===== src/hdl/rgb_dim_pkg.sv =====
// Shared constants and types for the three-channel LED dimming controller
package rgb_dim_pkg;

  // Clock and ramp timebase
  localparam int CLK_PERIOD_NS = 8;
  localparam int STEP_UNIT_MS = 8;
  localparam int STEP_UNIT_NS = STEP_UNIT_MS * 1000000;
  localparam int STEP_UNIT_CYCLES = STEP_UNIT_NS / CLK_PERIOD_NS;

  // Duty modulator slot rate: one slot every PWM_TICK_CYCLES core clocks
  localparam int PWM_TICK_CYCLES = 16;
  localparam logic [3:0] PWM_TICK_LAST = 4'(PWM_TICK_CYCLES - 1);

  // Bus target address (7 bits) and write direction
  localparam logic [6:0] DEV_ADDR = 7'h38;
  localparam logic DIR_WRITE = 1'b0;

  // Byte framing
  localparam logic [3:0] BITS_PER_BYTE = 4'h8;
  localparam logic [3:0] BIT_CNT_ZERO = 4'h0;

  // Field values
  localparam logic [4:0] STEP_ZERO = 5'h00;
  localparam logic [4:0] STEP_ONE = 5'h01;
  localparam logic [4:0] DUTY_OFF = 5'h00;
  localparam logic [4:0] DUTY_FULL = 5'h1F;
  localparam logic [4:0] PWM_SLOT_LAST = 5'h1E;
  localparam logic [31:0] TIMER_ZERO = 32'h0000_0000;
  localparam logic [31:0] TIMER_ONE = 32'h0000_0001;

  // Command selector in bits 7:5 of the command byte
  typedef enum logic [2:0] {
    CMD_SHUTDOWN = 3'b000,
    CMD_PEAK = 3'b001,
    CMD_DUTY1 = 3'b010,
    CMD_DUTY2 = 3'b011,
    CMD_DUTY3 = 3'b100,
    CMD_RISE_TGT = 3'b101,
    CMD_FALL_TGT = 3'b110,
    CMD_RAMP_RUN = 3'b111
  } cmd_t;

  // Bus receiver states
  typedef enum logic [2:0] {
    BUS_IDLE = 3'b000,
    BUS_ADDR = 3'b001,
    BUS_ACK_ADDR = 3'b010,
    BUS_DATA = 3'b011,
    BUS_ACK_DATA = 3'b100,
    BUS_IGNORE = 3'b101
  } bus_state_t;

endpackage : rgb_dim_pkg


===== src/hdl/duty_modulator.sv =====
// One 32-level on/off duty modulator for a single LED output
`timescale 1ns/1ps
module duty_modulator (
  input wire logic core_clk_in,
  input wire logic rst_b_in,
  input wire logic tick_in,
  input wire logic [4:0] duty_in,
  input wire logic gate_in,
  output logic led_on_out
);
  import rgb_dim_pkg::*;

  typedef struct packed {
    logic [4:0] slot;
    logic on;
  } mod_state_t;

  mod_state_t q;
  mod_state_t d;

  // Slot counter runs 0..30; on while slot below duty, full duty is always on
  always_comb begin
    d = q;
    if (tick_in) begin
      d.slot = (q.slot == PWM_SLOT_LAST) ? STEP_ZERO : q.slot + STEP_ONE;
    end
    d.on = gate_in && (duty_in != DUTY_OFF) && ((duty_in == DUTY_FULL) || (q.slot < duty_in));
  end

  // State register
  always_ff @(posedge core_clk_in or negedge rst_b_in) begin
    if (!rst_b_in) begin
      q <= '0;
    end else begin
      q <= d;
    end
  end

  assign led_on_out = q.on;

endmodule : duty_modulator


===== src/hdl/rgb_dim_ctrl.sv =====
// Command receiver, peak current ramp engine and duty modulators for three LEDs
`timescale 1ns/1ps
//
// Behaviour
// - Write-only bus target; address then one command byte, bits 7:5 select function.
// - Selector zero shuts down, current step forced to zero, low bits ignored.
// - Selector one loads low five bits into shared peak current step.
// - Peak step write with no ramp running takes effect at acknowledge.
// - Selectors two to four load duty of outputs one, two, three.
// - Selectors five and six load rising and falling target step positions.
// - Selector seven stores step time and starts a gradual ramp at once.
// - Step time field weighs 8 ms per unit.
// - Step count is present-to-target distance; duration is count times step time.
// - Ramp moves one step position per step period from start to end.
// - Step never leaves 0..31; bad commands leave a controlled state.
// - Rising past target wraps via maximum to zero; falling mirrors this.
// - A brightness change begins when the data byte is acknowledged.
// - Each parameter register has its own transfer and may be preloaded.
// - Five-bit step limits one ramp to at most 31 positions.
// - Step zero forces LED current to zero; thirty and thirty-one equal current.
// - Each duty modulator uses a five-bit, 32-level value.
// - Duty zero is off, all ones is always on, others proportional.
// - Duty writable any time, gates ratio only, untouched by ramps.
// - Peak step applies to all three outputs; duties differ per LED.
module rgb_dim_ctrl #(
  parameter int STEP_UNIT_CYCLES_P = rgb_dim_pkg::STEP_UNIT_CYCLES
) (
  input wire logic core_clk_in,
  input wire logic rst_b_in,
  input wire logic scl_in,
  input wire logic sda_in,
  output logic sda_out,
  output logic sda_oe_out,
  output logic [4:0] current_step_out,
  output logic [4:0] ramp_steps_left_out,
  output logic ramp_busy_out,
  output logic [2:0] led_on_out
);
  import rgb_dim_pkg::*;

  typedef struct packed {
    logic scl_s1;
    logic scl_s2;
    logic scl_d;
    logic sda_s1;
    logic sda_s2;
    logic sda_d;
    bus_state_t bus;
    logic [3:0] bit_cnt;
    logic [7:0] shift;
    logic sda_oe;
    logic sda_o;
    logic [4:0] peak_current_step;
    logic [4:0] led1_duty;
    logic [4:0] led2_duty;
    logic [4:0] led3_duty;
    logic [4:0] ramp_target;
    logic dir_up;
    logic [4:0] ramp_step_time;
    logic ramp_busy;
    logic [4:0] steps_left;
    logic [31:0] timer;
    logic [3:0] tick_div;
    logic tick;
  } ctrl_state_t;

  // Address byte as received: target address then direction bit
  typedef struct packed {
    logic [6:0] addr;
    logic rw;
  } addr_byte_t;

  // Command byte as received: function selector then five-bit value
  typedef struct packed {
    cmd_t sel;
    logic [4:0] val;
  } cmd_byte_t;

  ctrl_state_t q;
  ctrl_state_t d;

  logic scl_rise;
  logic scl_fall;
  logic bus_start;
  logic bus_stop;
  logic cmd_go;
  logic [31:0] step_reload;
  logic [2:0] duty_on;
  logic [4:0] duty_vec [3];
  addr_byte_t addr_byte;
  cmd_byte_t cmd_byte;
  logic addr_match;
  logic [4:0] step_up;
  logic [4:0] step_down;
  logic [4:0] dist_up;
  logic [4:0] dist_down;
  logic [31:0] start_reload;
  logic ramp_at_target;
  logic step_due;

  // Line events seen on the synchronised copies only
  assign scl_rise = q.scl_s2 & ~q.scl_d;
  assign scl_fall = ~q.scl_s2 & q.scl_d;
  assign bus_start = q.scl_s2 & q.scl_d & q.sda_d & ~q.sda_s2;
  assign bus_stop = q.scl_s2 & q.scl_d & ~q.sda_d & q.sda_s2;

  // Step period in core clocks: field times unit, no division needed
  assign step_reload = 32'(q.ramp_step_time) * 32'(STEP_UNIT_CYCLES_P);

  // Byte views of the receive shifter; only one view is meaningful per state
  assign addr_byte = addr_byte_t'(q.shift);
  assign cmd_byte = cmd_byte_t'(q.shift);
  assign addr_match = (addr_byte.addr == DEV_ADDR) && (addr_byte.rw == DIR_WRITE);

  // Neighbouring step positions; 5-bit arithmetic wraps between 31 and 0
  assign step_up = q.peak_current_step + STEP_ONE;
  assign step_down = q.peak_current_step - STEP_ONE;

  // Ramp length per direction, modulo 32 so that a wrap is counted too
  assign dist_up = q.ramp_target - q.peak_current_step;
  assign dist_down = q.peak_current_step - q.ramp_target;

  // Ramp status: target reached, or the step timer has run down
  assign ramp_at_target = (q.peak_current_step == q.ramp_target);
  assign step_due = (q.timer <= TIMER_ONE);

  // First step period of a new ramp, from the field just received
  assign start_reload = 32'(cmd_byte.val) * 32'(STEP_UNIT_CYCLES_P);

  // Next-state logic for receiver, registers and ramp engine
  always_comb begin
    d = q;
    cmd_go = 1'b0;
    d.sda_o = 1'b0;

    // Two-stage synchronisers, then one delay stage for edge detection
    d.scl_s1 = scl_in;
    d.scl_s2 = q.scl_s1;
    d.scl_d = q.scl_s2;
    d.sda_s1 = sda_in;
    d.sda_s2 = q.sda_s1;
    d.sda_d = q.sda_s2;

    // Slot enable for the duty modulators
    d.tick = (q.tick_div == PWM_TICK_LAST);
    d.tick_div = d.tick ? 4'h0 : q.tick_div + 4'h1;

    // Receiver: address byte, then one command byte
    unique case (q.bus)
      BUS_IDLE, BUS_IGNORE: begin
      end
      // Shift in eight bits on rising bus clock edges, answer after the eighth
      BUS_ADDR, BUS_DATA: begin
        if (scl_rise && (q.bit_cnt != BITS_PER_BYTE)) begin
          d.shift = {q.shift[6:0], q.sda_s2};
          d.bit_cnt = q.bit_cnt + 4'h1;
        end else if (scl_fall && (q.bit_cnt == BITS_PER_BYTE)) begin
          if (q.bus == BUS_DATA) begin
            d.sda_oe = 1'b1;
            d.bus = BUS_ACK_DATA;
            cmd_go = 1'b1;
          end else if (addr_match) begin
            d.sda_oe = 1'b1;
            d.bus = BUS_ACK_ADDR;
          end else begin
            d.bus = BUS_IGNORE;
          end
        end
      end
      // Release the line after the ninth clock, then take the command byte
      BUS_ACK_ADDR: begin
        if (scl_fall) begin
          d.sda_oe = 1'b0;
          d.bit_cnt = BIT_CNT_ZERO;
          d.bus = BUS_DATA;
        end
      end
      // Only one command byte per frame; later bytes get no acknowledge
      BUS_ACK_DATA: begin
        if (scl_fall) begin
          d.sda_oe = 1'b0;
          d.bus = BUS_IGNORE;
        end
      end
      default: begin
        d.bus = BUS_IDLE;
        d.sda_oe = 1'b0;
      end
    endcase

    // Start and stop conditions override the byte engine
    if (bus_start) begin
      d.bus = BUS_ADDR;
      d.bit_cnt = BIT_CNT_ZERO;
      d.sda_oe = 1'b0;
    end else if (bus_stop) begin
      d.bus = BUS_IDLE;
      d.sda_oe = 1'b0;
    end

    // Ramp engine: one step per period, wrap through 5-bit arithmetic
    if (q.ramp_busy) begin
      if (ramp_at_target) begin
        d.ramp_busy = 1'b0;
        d.steps_left = STEP_ZERO;
      end else if (!step_due) begin
        d.timer = q.timer - TIMER_ONE;
      end else begin
        d.peak_current_step = q.dir_up ? step_up : step_down;
        d.steps_left = q.steps_left - STEP_ONE;
        d.timer = step_reload;
      end
    end

    // Command byte decode; a new command takes priority over a ramp step
    if (cmd_go) begin
      unique case (cmd_byte.sel)
        CMD_SHUTDOWN: begin
          d.peak_current_step = STEP_ZERO;
          d.ramp_busy = 1'b0;
          d.steps_left = STEP_ZERO;
        end
        // A direct write also ends a running ramp, leaving a known step
        CMD_PEAK: begin
          d.peak_current_step = cmd_byte.val;
          d.ramp_busy = 1'b0;
          d.steps_left = STEP_ZERO;
        end
        CMD_DUTY1: begin
          d.led1_duty = cmd_byte.val;
        end
        CMD_DUTY2: begin
          d.led2_duty = cmd_byte.val;
        end
        CMD_DUTY3: begin
          d.led3_duty = cmd_byte.val;
        end
        CMD_RISE_TGT: begin
          d.ramp_target = cmd_byte.val;
          d.dir_up = 1'b1;
        end
        CMD_FALL_TGT: begin
          d.ramp_target = cmd_byte.val;
          d.dir_up = 1'b0;
        end
        // A start with the target already reached runs no ramp
        CMD_RAMP_RUN: begin
          d.ramp_step_time = cmd_byte.val;
          d.timer = start_reload;
          d.ramp_busy = !ramp_at_target;
          d.steps_left = q.dir_up ? dist_up : dist_down;
        end
      endcase
    end
  end

  // State register
  always_ff @(posedge core_clk_in or negedge rst_b_in) begin
    if (!rst_b_in) begin
      q <= '0;
      q.bus <= BUS_IDLE;
      q.scl_s1 <= 1'b1;
      q.scl_s2 <= 1'b1;
      q.scl_d <= 1'b1;
      q.sda_s1 <= 1'b1;
      q.sda_s2 <= 1'b1;
      q.sda_d <= 1'b1;
      q.dir_up <= 1'b1;
    end else begin
      q <= d;
    end
  end

  // Duty values collected for the per-LED modulators
  assign duty_vec[0] = q.led1_duty;
  assign duty_vec[1] = q.led2_duty;
  assign duty_vec[2] = q.led3_duty;

  // One modulator per LED, all gated by the shared peak step
  for (genvar i = 0; i < 3; i++) begin : g_led
    duty_modulator u_mod (
      .core_clk_in(core_clk_in),
      .rst_b_in(rst_b_in),
      .tick_in(q.tick),
      .duty_in(duty_vec[i]),
      .gate_in(q.peak_current_step != STEP_ZERO),
      .led_on_out(duty_on[i])
    );
  end

  // Outputs straight from flops
  assign sda_out = q.sda_o;
  assign sda_oe_out = q.sda_oe;
  assign current_step_out = q.peak_current_step;
  assign ramp_steps_left_out = q.steps_left;
  assign ramp_busy_out = q.ramp_busy;
  assign led_on_out = duty_on;

endmodule : rgb_dim_ctrl


===== config.mk =====
export PLATFORM = sky130hd
export DESIGN_NAME = rgb_dim_ctrl
export DESIGN_NICKNAME = d
export VERILOG_FILES = /design/src/hdl/rgb_dim_pkg.sv /design/src/hdl/duty_modulator.sv /design/src/hdl/rgb_dim_ctrl.sv
export SDC_FILE = /design/constraint.sdc
export NUM_CORES = 1
export LEC_CHECK = 0
export BUFFER_PORTS_ARGS = -buffer_cell sky130_fd_sc_hd__buf_4
export CAP_MARGIN = 10
export CORE_MARGIN = 2
export CORE_UTILIZATION = 45
export DETAILED_ROUTE_END_ITERATION = 8
export SYNTH_ARGS = -nofsm -noshare
export SYNTH_HDL_FRONTEND = slang
export SYNTH_SLANG_ARGS = --single-unit

===== constraint.sdc =====
create_clock -name core_clk_in -period 4.21 [get_ports core_clk_in]
set_clock_uncertainty 0.15 [all_clocks]
set_input_delay 0.842 -clock core_clk_in [delete_from_list [all_inputs] [get_ports core_clk_in]]
set_output_delay 0.842 -clock core_clk_in [all_outputs]
set_load 0.05 [all_outputs]

Yosys cells after proc, flatten, opt, wreduce, memory -nomap -nowiden
Cells that the tools add are included.
- register bits: 114
- latch bits: 0
- RAM bits: 0
- memory bits (read-only): 0
- input port bits: 4
- output and inout bits: 16
- logic and storage cells: 171
- memories kept: 0
- add/sub/neg operators: 11
- multiply operators: 2
- div/mod/pow operators: 0
- magnitude comparators: 4
- eq/ne operators: 32
- shift-type cells: 0
- mux-type cells: 48
- bitwise operators: 12
- reductions and logical operators: 34
- operators by type and width (operator ; count):
    32-bit 2-to-1 mux ; 3
    5-bit 2-to-1 mux ; 14
    69-bit 2-to-1 mux ; 1
    5-bit by 14-bit multiplier with 19-bit output (second input constant) ; 2
    38-bit 2-to-1 mux ; 1
    32-bit by 1-bit <= comparator with 1-bit output (second input constant) ; 1
    32-bit by 1-bit subtractor with 32-bit output (second input constant) ; 1
    5-bit equality test (second input constant) ; 6
    6-bit one-hot mux with 2 select lines ; 2
    3-bit 2-to-1 mux ; 7
    5-bit by 1-bit adder with 5-bit output (second input constant) ; 4
    4-bit != test (second input constant) ; 5
    5-bit nonzero test ; 4
    3-bit equality test (second input constant) ; 6
    5-bit < comparator ; 3
    3-bit by 2-bit equality test with 1-bit output (second input constant) ; 4
    1-bit 2-to-1 mux ; 12
    12-bit 2-to-1 mux ; 1
    3-bit one-hot mux with 4 select lines ; 1
    2-bit AND reduction ; 6
    5-bit one-hot mux with 2 select lines ; 1
    5-bit AND reduction ; 2
    5-bit by 1-bit subtractor with 5-bit output (second input constant) ; 2
    5-bit subtractor ; 2
    22 further kinds ; 52

Logic depth before layout (Yosys ltp)
- depth after elaboration: 9
- mapped depth: 13
- gate-level depth less buffers: 13

By module
From an unflattened synthesis, not the netlist that was laid out.
- cell total of the unflattened synthesis: 915
- area total of the unflattened synthesis: 8445.6 sq um
- by module, submodules not included (module ; times used ; cells each ; area an instance (sq um) ; sequential area each (sq um)):
    rgb_dim_ctrl ; 1 ; 777 ; 7161.9 ; 2411.1
    duty_modulator ; 3 ; 46 ; 427.9 ; 150.1

Worst setup path before layout
OpenSTA, ideal clock, no wires.
- path kind: reg-to-reg
- from: register q, in the netlist addr_byte[1]
- to: register q[29] in the netlist's numbering
- setup time: 137 ps
- data arrival time: 3281 ps
- required time: 3923 ps
- path slack: 641 ps
- stages on the path, launching flop included: 14
- path buffers: 1
- period minus slack after synthesis: 3569 ps
- cell sequence: dfrtp_1 -> clkbuf_1 -> inv_1 -> fa_1 -> fa_1 -> inv_1 -> ha_1 -> and2_1 -> a22oi_1 -> a31oi_1 -> a21o_1 -> a21oi_1 -> xnor2_1 -> o22ai_1
- RTL lines (what ; line ; source):
    start, declared ; rgb_dim_ctrl.sv:79 ; ctrl_state_t q;

==> flow_summary_export.csv <==
group,metric,value,unit
logic_synthesis,netlist_top_cells_count,"dfrtp_1, ha_1, nand2_1",
power_and_ir_drop,powerDensity,459,nW/µm²
worst_setup_path,cp_max_fo,9,
cts,ctsHoldBuffers,0,
worst_setup_path,slowest_stage,"dfrtp_1",
logic_synthesis,yosys_most_used_dff,"dfrtp_1",
worst_setup_path,cpPeakStageDelay,0.57,ns
layout,layout-drive-gt1-share,11.9,%
outcome,outcome,"completed",
timing,finalCriticalPeriod,3.82,ns
timing,setup_tns,0,ns
layout,diodes,0,
logic_synthesis,synth_edf_count,0,
power_and_ir_drop,ir_drop,0.363,mV
worst_setup_path,arrival,3.93,ns
worst_setup_path,worstSetupStartpoint,"addr_byte[3]",
floorplanning,die-area,19500,µm²
floorplanning,ios,20,
power_and_ir_drop,power,4250,µW
logic_synthesis,syn-instance-count,901,
place,portBuffers,18,
cts,cts_tree,"done",
floorplanning,initial_core_util,45.9,%
logic_synthesis,yosysTopAreaCellShare,32.3,%
timing,slew_headroom,35.8,%
worst_setup_path,crit_chain,"ha_1 -> inv_1 -> fa_1 -> fa_1 -> inv_1 -> ha_1 -> and2_1 -> a22oi_1 -> a31oi_1 -> a21o_1 -> a21oi_1 -> xnor2_1 -> o22ai_1",
cts,cts_setup_buffers,0,
place,hpwlAfterDp,13100,µm
logic_synthesis,synth-seq-cells,114,
logic_synthesis,yosys_warnings,0,
logic_synthesis,synth_nets,1008,
worst_hold_path,min_path_type,"reg2reg",
routing,ant_nets,0,
global_routing,grt_pass1_wl,31800,µm
logic_synthesis,async_flop_share,100,%
global_routing,grt_overflow,0,
timing,hold_viol_final,0,
power_and_ir_drop,power_leakage,0.00439,µW
routing,wl_per_cell,15.9,µm
global_routing,antenna_found_initial,1,
routing,drt-total-wl,18200,µm
layout,synthToLayoutAreaGrowth,11.7,%
cts,cts.clk_slew.worst_paths,0.06,ns
worst_setup_path,critical-path-top-delay-family,"adder cells",
job,drv_cap,0,
routing,drc,0,
timing,setup_viol,0,
logic_synthesis,synth_top_cell_by_area,"dfrtp_1",
logic_synthesis,ys_seq_area_share,34.6,%
cts,htree_levels,4,
routing,num_vias,6442,
layout,layout.nets,1016,
floorplanning,core-area,18000,µm²
global_routing,grt_pass1_vias,6274,
global_routing,grt_usage,20.0,%
floorplanning,die_w,140,µm
timing,rsz0062_at_grt,"false",
cts,cts_buffer_depth,2,
cts,cts.repair.resized,0,
timing,period_share,90.8,%
cts,root_buffer,"clkbuf_16",
worst_setup_path,end_kind,"register",
cts,clkLatencyLatePin,0.42,ns
timing,slew_viol_final,0,
worst_setup_path,critPathKind,"reg2reg",
worst_setup_path,start_kind,"register",
place,gp_congestion,0.815,
floorplanning,die_h,140,µm
logic_synthesis,synth.most_common_cell,"dfrtp_1",
timing,clock.fmax,0.261,GHz
worst_setup_path,required,4.31,ns
worst_hold_path,worstHoldStart,"d[95]",
cts,cts_buffers,17,
logic_synthesis,synth_area_per_cell,9.19,µm²
cts,cts_sinks,114,
routing,drt_pass1_iterations,5,
logic_synthesis,synth.area.top_cells,"dfrtp_1, ha_1, o21ai_0, fa_1, nand2_1",
floorplanning,rows,49,
logic_synthesis,synthesis.area,8280,µm²
worst_setup_path,critPathBufInv,2,
layout,fillers,1713,
routing,routed_via_density,5.60,
timing,worst_pin_slew,0.960,ns
logic_synthesis,synth_cell_types,80,
worst_setup_path,regToRegStartpoint,"addr_byte[3]",
routing,drtIter0Drc,386,
global_routing,grt_max_degree,59,
-- area by class of cell --
| cell class | instances | area, µm² | area share, % |
|---|---|---|---|
| multi-input combinational | 675 | 4930 | 53.3 |
| timing repair buffer | 32 | 253 | 2.73 |
| sequential | 114 | 2860 | 30.9 |
| clock inverter | 14 | 228 | 2.46 |
| clock buffer | 18 | 429 | 4.64 |
| tap | 229 | 287 | 3.10 |
| inverter | 69 | 259 | 2.80 |
-- routing by layer --
metal	share of wire (%)	vias up	track usage [%]	wire length, µm
li1	-	3224	-	-
met5	0.071	-	0	13
met3	3.5	29	4.27	646
met2	45	98	31.1	8220
met1	49	3089	27.9	9010
met4	1.9	2	6.74	355
-- cells by family after synthesis --
family                   after synthesis  synth area share [%]
AND/OR/NAND/NOR                      275                  17.7
buffers and inverters                112                  5.91
XOR/XNOR                              49                  5.18
AO/OA/AOI/OAI                        229                  17.3
other                                  1                0.0453
adder cells (fa/ha/maj)              103                  16.9
multiplexers                          18                  2.34
flip-flops                           114                  34.6
-- metrics by stage --
step / cells / utilization [%] / area [µm²] / hold slack [ns] / setup WS, ns
after CTS: 1151 / 51.3 / 9250 / 0.206 / 0.391
final: 1151 / 51.3 / 9250 / 0.204 / 0.385
after detailed placement: 1119 / 47.7 / 8590 / 0.197 / 0.407
after floorplan: 901 / - / 8280 / 0.195 / 0.641
after global routing: 1151 / 51.3 / 9250 / 0.212 / 0.175
after global placement: 1119 / 47.7 / 8590 / 0.197 / 0.515
-- report_power, final --
part / leakage, µW / total, µW / internal [µW] / switching [µW]
logic: 0.00256 / 1380 / 579 / 803
registers: 0.00152 / 1250 / 1160 / 90.3
clock network: 0.000309 / 1620 / 1060 / 560
-- worst paths after layout --
path,endpoint,slack [ns],cells past startpoint
min in group asynchronous,q[33],0.36,1
max,q[29],0.39,13
max reg2reg,q[29],0.39,13
max in group asynchronous,d[92],2.74,2
min,d[94],0.20,0
min reg2reg,d[94],0.20,0
-- placed cells by master, fill, tap and decap left out, types with 4 or more instances in the layout --
cell         n
nand3b_1     4
buf_4       31
o31ai_1      6
and3_1       6
and4_1       7
mux2_2      11
o41ai_1      4
nor2_1      59
nor3b_1      4
clkbuf_16   17
nand3_1     24
nand2b_1    10
a211oi_1     8
o21ai_0     77
mux2i_1      7
nor4_1       9
inv_1       69
a31oi_1     13
nand2_1     80
xor2_1      21
a21oi_1     46
xnor2_1     28
ha_1        88
nand4_1      8
and2_1       8
dfrtp_1    107
nor3_1      16
bufinv_16    5
o21ai_1      9
a21o_1      18
o22ai_1     11
or3_1        7
dfstp_2      7
or2_2        4
fa_1        15
a32oi_1      4
-- state kept, by name, summed over array words and instances (netlist names) --
register and flops:
addr_byte 8, current_step_out 5, d 4, duty_vec 15
g_led.u_mod.led_on_out 3, g_led.u_mod.q 15, q 57, ramp_busy_out 1
ramp_steps_left_out 5, sda_oe_out 1
Note: power is estimated with default switching activity, not from simulation.
